$ cat config.mk
export PLATFORM = sky130hd
export DESIGN_NAME = opt_one_shot
export DESIGN_NICKNAME = d
export VERILOG_FILES = /design/src/rtl/opt_pkg.sv /design/src/rtl/opt_one_shot.sv
export SDC_FILE = /design/constraint.sdc
export NUM_CORES = 1
export LEC_CHECK = 0
export BUFFER_PORTS_ARGS = -buffer_cell sky130_fd_sc_hd__buf_2
export CAP_MARGIN = 20
export CORE_ASPECT_RATIO = 0.9
export CORE_MARGIN = 8
export CORE_UTILIZATION = 48
export DETAILED_ROUTE_END_ITERATION = 7
export PLACE_DENSITY_LB_ADDON = 0.3
export SLEW_MARGIN = 10
export SYNTH_ARGS = -nofsm -noshare
export SYNTH_HDL_FRONTEND = slang
export SYNTH_SLANG_ARGS = --single-unit
$ cat constraint.sdc
create_clock -name clk_i -period 2.55 [get_ports clk_i]
set_clock_uncertainty 0.2 [all_clocks]
set_input_delay 0.3825 -clock clk_i [delete_from_list [all_inputs] [get_ports clk_i]]
set_output_delay 0.3825 -clock clk_i [all_outputs]
set_load 0.05 [all_outputs]
$ cat src/rtl/opt_pkg.sv
package opt_pkg;
   localparam int unsigned CNT_W = 16;
   localparam int unsigned PSC_W = 4;
   localparam logic [CNT_W-1:0] CNT_ZERO = 16'h0000;
   localparam logic [CNT_W-1:0] CNT_ONE = 16'h0001;
   localparam logic [1:0] EDGE_NONE = 2'h0;
   localparam logic [1:0] EDGE_RISE = 2'h1;
   localparam logic [1:0] EDGE_FALL = 2'h2;
   localparam logic [1:0] EDGE_BOTH = 2'h3;

   typedef struct packed {
      logic [CNT_W-1:0] master_reload_value;
      logic [CNT_W-1:0] slave_reload_value;
      logic [1:0] edge_select;
      logic clock_select_b;
      logic slave_output_mode_bit;
      logic slave_output_level_bit;
   } opt_cfg_t;

   typedef struct packed {
      logic master_start_trigger_bit;
      logic slave_start_trigger_bit;
      logic master_stop_trigger_bit;
      logic slave_stop_trigger_bit;
      logic out_write;
      logic out_value;
   } opt_ctl_t;

   typedef enum logic [1:0] {
      OPT_IDLE,
      OPT_WAIT,
      OPT_RUN
   } opt_state_t;
endpackage

$ cat src/rtl/opt_one_shot.sv
`timescale 1ns/10ps
// Behaviour
// - Delay equals master reload plus two counts.
// - Pulse lasts slave reload count periods.
// - Master loads reload on trigger, decrements.
// - Master zero raises event, halts until trigger.
// - Slave starts on master event, counts down.
// - Slave zero raises event, halts until restart.
// - Output active after master event, inactive zero.
// - Software start bit also triggers master.
// - Master even channel, slave next higher.
// - Unit disable stops clock, ignores writes.
// - Prescaler sets two shared count clock rates.
// - Stopped channel keeps written output level.
// - Start and stop bits are self-clearing.
// - Start sets enable flags, master awaits edge.
// - Stop clears flags, freezes counters, holds output.
// - Unit disable resets channels and dividers, not the pin synchronizer, output to zero.
module opt_one_shot
   import opt_pkg::*;
#(
   parameter int unsigned MASTER_CHANNEL = 0
)
(
   // Clock and reset
   input wire logic clk_i,
   input wire logic resetn_i,
   // Unit control
   input wire logic unit_clock_enable_bit_i,
   input wire logic [opt_pkg::PSC_W-1:0] prescaler_a_i,
   input wire logic [opt_pkg::PSC_W-1:0] prescaler_b_i,
   input wire opt_pkg::opt_cfg_t cfg_i,
   input wire opt_pkg::opt_ctl_t ctl_i,
   // Pins
   input wire logic master_trigger_input_i,
   output logic slave_pulse_output_o,
   output logic slave_pulse_output_port_mode_o,
   // Status
   output logic master_enable_status_o,
   output logic slave_enable_status_o,
   output logic master_terminal_event_o,
   output logic slave_terminal_event_o,
   output logic [opt_pkg::CNT_W-1:0] master_down_counter_o,
   output logic [opt_pkg::CNT_W-1:0] slave_down_counter_o
);
   import opt_pkg::*;

   localparam int unsigned SLAVE_CHANNEL = MASTER_CHANNEL + 1;

   logic en;
   logic [PSC_W-1:0] div_a_q;
   logic [PSC_W-1:0] div_b_q;
   logic tick_a, tick_b, tick;
   logic trig_s1_q, trig_s2_q, trig_s3_q;
   logic pin_rise;
   logic pin_fall;
   logic pin_edge;
   opt_state_t m_state_q;
   opt_state_t s_state_q;
   logic m_en_q;
   logic s_en_q;
   logic [CNT_W-1:0] m_cnt_q;
   logic [CNT_W-1:0] s_cnt_q;
   logic m_evt_q;
   logic s_evt_q;
   logic m_evt_pend_q;
   logic out_q;
   logic port_mode_q;
   logic start;
   logic stop;
   logic m_trig;
   logic m_zero, s_zero;

   // Writes are ignored while the unit is off
   assign en = unit_clock_enable_bit_i;
   assign start = en & ctl_i.master_start_trigger_bit & ctl_i.slave_start_trigger_bit;
   assign stop = en & (ctl_i.master_stop_trigger_bit | ctl_i.slave_stop_trigger_bit);

   // Two shared count clocks; divide ratio is prescaler value plus one
   assign tick_a = en & (div_a_q == prescaler_a_i);
   assign tick_b = en & (div_b_q == prescaler_b_i);
   assign tick = cfg_i.clock_select_b ? tick_b : tick_a;

   // Edge detect only on the second stage onward
   assign pin_rise = trig_s2_q & ~trig_s3_q;
   assign pin_fall = ~trig_s2_q & trig_s3_q;
   assign pin_edge = (cfg_i.edge_select == EDGE_RISE & pin_rise)
      | (cfg_i.edge_select == EDGE_FALL & pin_fall)
      | (cfg_i.edge_select == EDGE_BOTH & (pin_rise | pin_fall));
   // Edge is caught between ticks and applied on the next tick
   logic trig_pend_q;
   assign m_trig = m_en_q & (m_state_q == OPT_WAIT) & trig_pend_q & tick;
   assign m_zero = (m_cnt_q == CNT_ZERO);
   assign s_zero = (s_cnt_q == CNT_ZERO);

   always_ff @(posedge clk_i or negedge resetn_i)
   begin
      if (!resetn_i)
      begin
         div_a_q <= '0;
         div_b_q <= '0;
         trig_s1_q <= 1'b0;
         trig_s2_q <= 1'b0;
         trig_s3_q <= 1'b0;
      end
      else
      begin
         div_a_q <= tick_a || !en ? '0 : div_a_q + 1'b1;
         div_b_q <= tick_b || !en ? '0 : div_b_q + 1'b1;
         trig_s1_q <= master_trigger_input_i;
         trig_s2_q <= trig_s1_q;
         trig_s3_q <= trig_s2_q;
      end
   end

   // Master channel: load on trigger, count down, event and halt at zero
   always_ff @(posedge clk_i or negedge resetn_i)
   begin
      if (!resetn_i)
      begin
         m_state_q <= OPT_IDLE;
         m_en_q <= 1'b0;
         m_cnt_q <= CNT_ZERO;
         m_evt_q <= 1'b0;
         trig_pend_q <= 1'b0;
      end
      else if (!en)
      begin
         m_state_q <= OPT_IDLE;
         m_en_q <= 1'b0;
         m_cnt_q <= CNT_ZERO;
         m_evt_q <= 1'b0;
         trig_pend_q <= 1'b0;
      end
      else
      begin
         m_evt_q <= 1'b0;
         if (stop)
         begin
            m_en_q <= 1'b0;
            m_state_q <= OPT_IDLE;
            trig_pend_q <= 1'b0;
         end
         else if (start)
         begin
            m_en_q <= 1'b1;
            m_state_q <= OPT_WAIT;
            trig_pend_q <= 1'b0;
         end
         else
         begin
            // Software start is held pending like a pin edge
            if (m_en_q && m_state_q == OPT_WAIT && (pin_edge || ctl_i.master_start_trigger_bit))
            begin
               trig_pend_q <= 1'b1;
            end
            unique case (m_state_q)
               OPT_IDLE: ;
               OPT_WAIT:
               begin
                  if (m_trig)
                  begin
                     m_cnt_q <= cfg_i.master_reload_value;
                     m_evt_q <= cfg_i.master_reload_value == CNT_ZERO;
                     m_state_q <= cfg_i.master_reload_value == CNT_ZERO ? OPT_WAIT : OPT_RUN;
                     trig_pend_q <= 1'b0;
                  end
               end
               OPT_RUN:
               begin
                  if (tick)
                  begin
                     if (m_cnt_q == CNT_ONE || m_zero)
                     begin
                        m_cnt_q <= CNT_ZERO;
                        m_evt_q <= 1'b1;
                        m_state_q <= OPT_WAIT;
                     end
                     else
                     begin
                        m_cnt_q <= m_cnt_q - CNT_ONE;
                     end
                  end
               end
            endcase
         end
      end
   end

   // Slave channel: master event starts it; output follows count window
   always_ff @(posedge clk_i or negedge resetn_i)
   begin
      if (!resetn_i)
      begin
         s_state_q <= OPT_IDLE;
         s_en_q <= 1'b0;
         s_cnt_q <= CNT_ZERO;
         s_evt_q <= 1'b0;
         m_evt_pend_q <= 1'b0;
         out_q <= 1'b0;
         port_mode_q <= 1'b1;
      end
      else if (!en)
      begin
         s_state_q <= OPT_IDLE;
         s_en_q <= 1'b0;
         s_cnt_q <= CNT_ZERO;
         s_evt_q <= 1'b0;
         m_evt_pend_q <= 1'b0;
         out_q <= 1'b0;
         port_mode_q <= 1'b1;
      end
      else
      begin
         s_evt_q <= 1'b0;
         port_mode_q <= 1'b0;
         // Output bit writes allowed only while stopped; hold otherwise
         if (ctl_i.out_write && !s_en_q)
         begin
            out_q <= ctl_i.out_value;
         end
         if (stop)
         begin
            s_en_q <= 1'b0;
            s_state_q <= OPT_IDLE;
            m_evt_pend_q <= 1'b0;
         end
         else if (start)
         begin
            s_en_q <= 1'b1;
            s_state_q <= OPT_WAIT;
            m_evt_pend_q <= 1'b0;
         end
         else
         begin
            if (m_evt_q && s_en_q)
            begin
               m_evt_pend_q <= 1'b1;
            end
            unique case (s_state_q)
               OPT_IDLE: ;
               OPT_WAIT:
               begin
                  // Load one count clock after the master event
                  if ((m_evt_q || m_evt_pend_q) && tick)
                  begin
                     s_cnt_q <= cfg_i.slave_reload_value;
                     s_state_q <= OPT_RUN;
                     m_evt_pend_q <= 1'b0;
                     if (cfg_i.slave_output_mode_bit)
                     begin
                        out_q <= ~cfg_i.slave_output_level_bit;
                     end
                  end
               end
               OPT_RUN:
               begin
                  if (tick)
                  begin
                     if (s_cnt_q == CNT_ONE || s_zero)
                     begin
                        s_cnt_q <= CNT_ZERO;
                        s_evt_q <= 1'b1;
                        s_state_q <= OPT_WAIT;
                        if (cfg_i.slave_output_mode_bit)
                        begin
                           out_q <= cfg_i.slave_output_level_bit;
                        end
                     end
                     else
                     begin
                        s_cnt_q <= s_cnt_q - CNT_ONE;
                     end
                  end
               end
            endcase
         end
      end
   end

   // Level bit set means active low; output pin is the out register
   assign slave_pulse_output_o = out_q;
   assign slave_pulse_output_port_mode_o = port_mode_q;
   assign master_enable_status_o = m_en_q;
   assign slave_enable_status_o = s_en_q;
   assign master_terminal_event_o = m_evt_q;
   assign slave_terminal_event_o = s_evt_q;
   assign master_down_counter_o = m_cnt_q;
   assign slave_down_counter_o = s_cnt_q;
endmodule // opt_one_shot

==> metrics.md <==
| Metric | Value |
|---|---|
| Primary FF master, synth | `dfrtp_1` |
| RePlAce Congestion | `0.878` |
| Final HPWL DP | `7.93 mm` |
| Number of flops mapped to enable cells by yosys | `0` |
| Fin crit period | `2510 ps` |
| Die width | `106 um` |
| Register bit count reported by yosys | `54` |
| Drt first pass iters | `5` |
| Netlist cell types | `63` |
| RSZ-0062 raised after global routing | `yes` |
| Final ANT Viol Nets | `0` |
| Power Total | `0.00186 W` |
| Area after DPL | `4290 um2` |
| Area grow syn2layout | `26.8%` |
| Number of global-route vias before repair | `3,548` |
| Post-layout net count | `595` |
| Worst-path fanout max | `5` |
| Total placed cells including tap cells | `608` |
| Critical path required time | `2560 ps` |
| Period utilisation layout | `98.3%` |
| Core area | `7040 um2` |
| Gr usage total | `19.7%` |
| Drt total wl | `10.4 mm` |
| CTS Buf Count | `5` |
| Async SR Flop Fraction | `100%` |
| CP Capture Type | `flip-flop` |
| Vias/cell | `5.90` |
| DIE AREA | `10,300 um2` |
| Layout cells sized above 1 | `31.5%` |
| CTS tree | `built` |
| FMAX | `399 MHz` |
| # port buffers | `92` |
| H-tree Lvls | `2` |
| Clock tree buffer depth | `2` |
| Syn Area/Cell | `8.54 um2` |
| Fin cells | `620` |
| Hold WC Path Type | `input port to flip-flop` |
| Leakage | `2.11 nW` |
| # rows | `29` |
| VDD IR-drop max | `0.290 mV` |
| Warnings, synthesis | `0` |
| Final hold viol count | `0` |
| DRC violations left | `0` |
| Syn Nets | `478` |
| Fin. max-slew vios | `0` |
| Worst-Skew Late Latency | `310 ps` |
| Maximum number of pins on one net before global-route repair | `36` |
| Initial antenna violation count | `0` |
| Least-Margin Pin Slew | `826 ps` |
| Global-route wire length before repair | `17.3 mm` |
| Post-synthesis cell count | `409` |
| Max-Cap Viols | `0` |
| ANT cells | `0` |
| Crit path DAT | `2510 ps` |
| Sequential share of the synthesized area | `38.7%` |
| Setup TNS | `0 ps` |
| Outcome | `completed` |
| Cell Pwr Density | `420 nW/um2` |
| Rel. slew slack | `44.9%` |
| Mapped Area | `3490 um2` |
| Total clock sinks | `54` |
| Setup CP Type | `flip-flop to flip-flop` |
| I/O Pins | `93` |
| Worst setup SP type | `flip-flop` |
| DRT iter0 DRCs | `266` |
| Initial Utilization | `49.6%` |
| Die Ht | `96.9 um` |
| DR WL/cell | `16.7 um` |
| Clock input transition at the sequential cells of the worst setup and hold paths | `100 ps` |
| Final setup fails | `0` |
| CTS root buffer | `clkbuf_8` |
| Grt total ovfl | `0` |
| Design Area, Final | `4430 um2` |
| Via count | `3,659` |
-- sequential cells by signal, summed over array words and instances, names as in the netlist --
name,cells
div_a_q,4
div_b_q,4
m_evt_pend_q,1
m_state_q,2
master_down_counter_o,16
master_terminal_event_o,1
s_state_q,2
slave_down_counter_o,16
slave_enable_status_o,1
slave_pulse_output_o,1
slave_pulse_output_port_mode_o,1
slave_terminal_event_o,1
trig_pend_q,1
trig_s1_q,1
trig_s2_q,1
trig_s3_q,1
-- cells by family after synthesis --
kind of cell	count (synthesis)	share of synthesized area, %
buffers and inverters	42	4.84
AND/OR/NAND/NOR	142	21.2
flip-flops	54	38.7
XOR/XNOR	14	3.51
adder cells (fa/ha/maj)	14	5.01
AO/OA/AOI/OAI	138	25.2
multiplexers	5	1.54
-- critical path: stages (launching register included) --
cell and delay [ps]:
dfrtp_2 420, or4_4 550, or4_4 540, nor2_4 200, nor4_2 50, mux2_4 250
a31o_1 200
-- power breakdown --
group,internal [W],total (W),switching (W)
clock network,0.000194,0.000486,0.000291
logic,0.000152,0.000435,0.000283
registers,0.000896,0.000938,0.0000422
-- per-stage QoR --
stage / utilization (%) / hold slack (ps) / worst slack [ps]
after floorplan: - / -113 / -50.9
after global placement: 60.9 / 135 / 79.8
after detailed placement: 60.9 / 135 / -40.3
after CTS: 62.5 / 145 / 0.510
after global routing: 62.9 / 164 / -33.0
final: 62.9 / 148 / 42.5
-- final cells by class --
cell class,instances,area (um2)
multi-input cells,313,2010
clock inverters,3,18.8
repair buffers,128,761
fillers,620,2610
clock buffers,5,68.8
flip-flops and latches,54,1360
well taps,93,116
inverters,24,90.1
-- routing by layer --
layer | GRT usage, % | up-vias | share of wire, %
li1 | - | 1748 | -
met1 | 27.1 | 1737 | 45
met2 | 30.7 | 159 | 46
met3 | 3.65 | 15 | 7.4
met4 | 5.73 | 0 | 1.5
met5 | 0 | - | 0
-- cell usage after synthesis, types with 5 or more instances --
| cell type | count | share of area (%) |
|---|---|---|
| a21oi_1 | 35 | 5.0 |
| o21ai_0 | 44 | 6.3 |
| nand3_1 | 12 | 1.7 |
| ha_1 | 14 | 5.0 |
| nor4_1 | 12 | 2.1 |
| a22oi_1 | 5 | 1.1 |
| xnor2_1 | 12 | 3.0 |
| a31oi_1 | 5 | 0.90 |
| nor2_1 | 39 | 4.2 |
| inv_1 | 24 | 2.6 |
| dfrtp_1 | 53 | 38 |
| clkbuf_1 | 15 | 1.6 |
| a32oi_1 | 8 | 2.0 |
| nand2_1 | 30 | 3.2 |
| nor3_1 | 15 | 2.1 |
-- cells in the final DEF, fill, tap and decap left out, types with 3 or more instances in the layout --
cell type and n:
and3_1 4, a31oi_1 5, a21oi_1 34, nor4_1 12, o21ai_0 43, ha_1 14
nand2_1 30, dfrtp_1 44, buf_2 92, nor3_1 14, nor2b_1 3, o22ai_1 4
dfrtp_2 9, clkbuf_8 5, a22oi_1 5, a211oi_1 3, o31a_1 3, inv_1 24
xnor2_1 12, nand2b_1 3, a32oi_1 8, buf_4 32, or4_4 4, nand3_1 11
nand4_1 3, nor2_1 39, a311oi_1 3
-- what timing repair did --
action,in CTS,in global routing
buffers inserted,0,2
resized for setup,1,3
endpoints found under the hold margin,33,0
setup endpoints to repair,1,9
pin swaps,0,6
hold buffers,2,0
-- final timing paths --
path                                                      from                               endpoint  slack, ps  cells past startpoint
max                        slave_down_counter_o[2]$_DFFE_PN0P_   slave_down_counter_o[13]$_DFFE_PN0P_         40                      6
min                                                   cfg_i[8]    slave_down_counter_o[3]$_DFFE_PN0P_        150                      3
max reg2reg                slave_down_counter_o[2]$_DFFE_PN0P_   slave_down_counter_o[13]$_DFFE_PN0P_         40                      6
min reg2reg                                trig_s1_q$_DFF_PN0_                    trig_s2_q$_DFF_PN0_        160                      0
max in group asynchronous                             resetn_i  master_down_counter_o[14]$_DFFE_PN0P_        970                      3
min in group asynchronous                             resetn_i   slave_down_counter_o[15]$_DFFE_PN0P_        500                      2
Note: power is estimated with default switching activity, not from simulation.
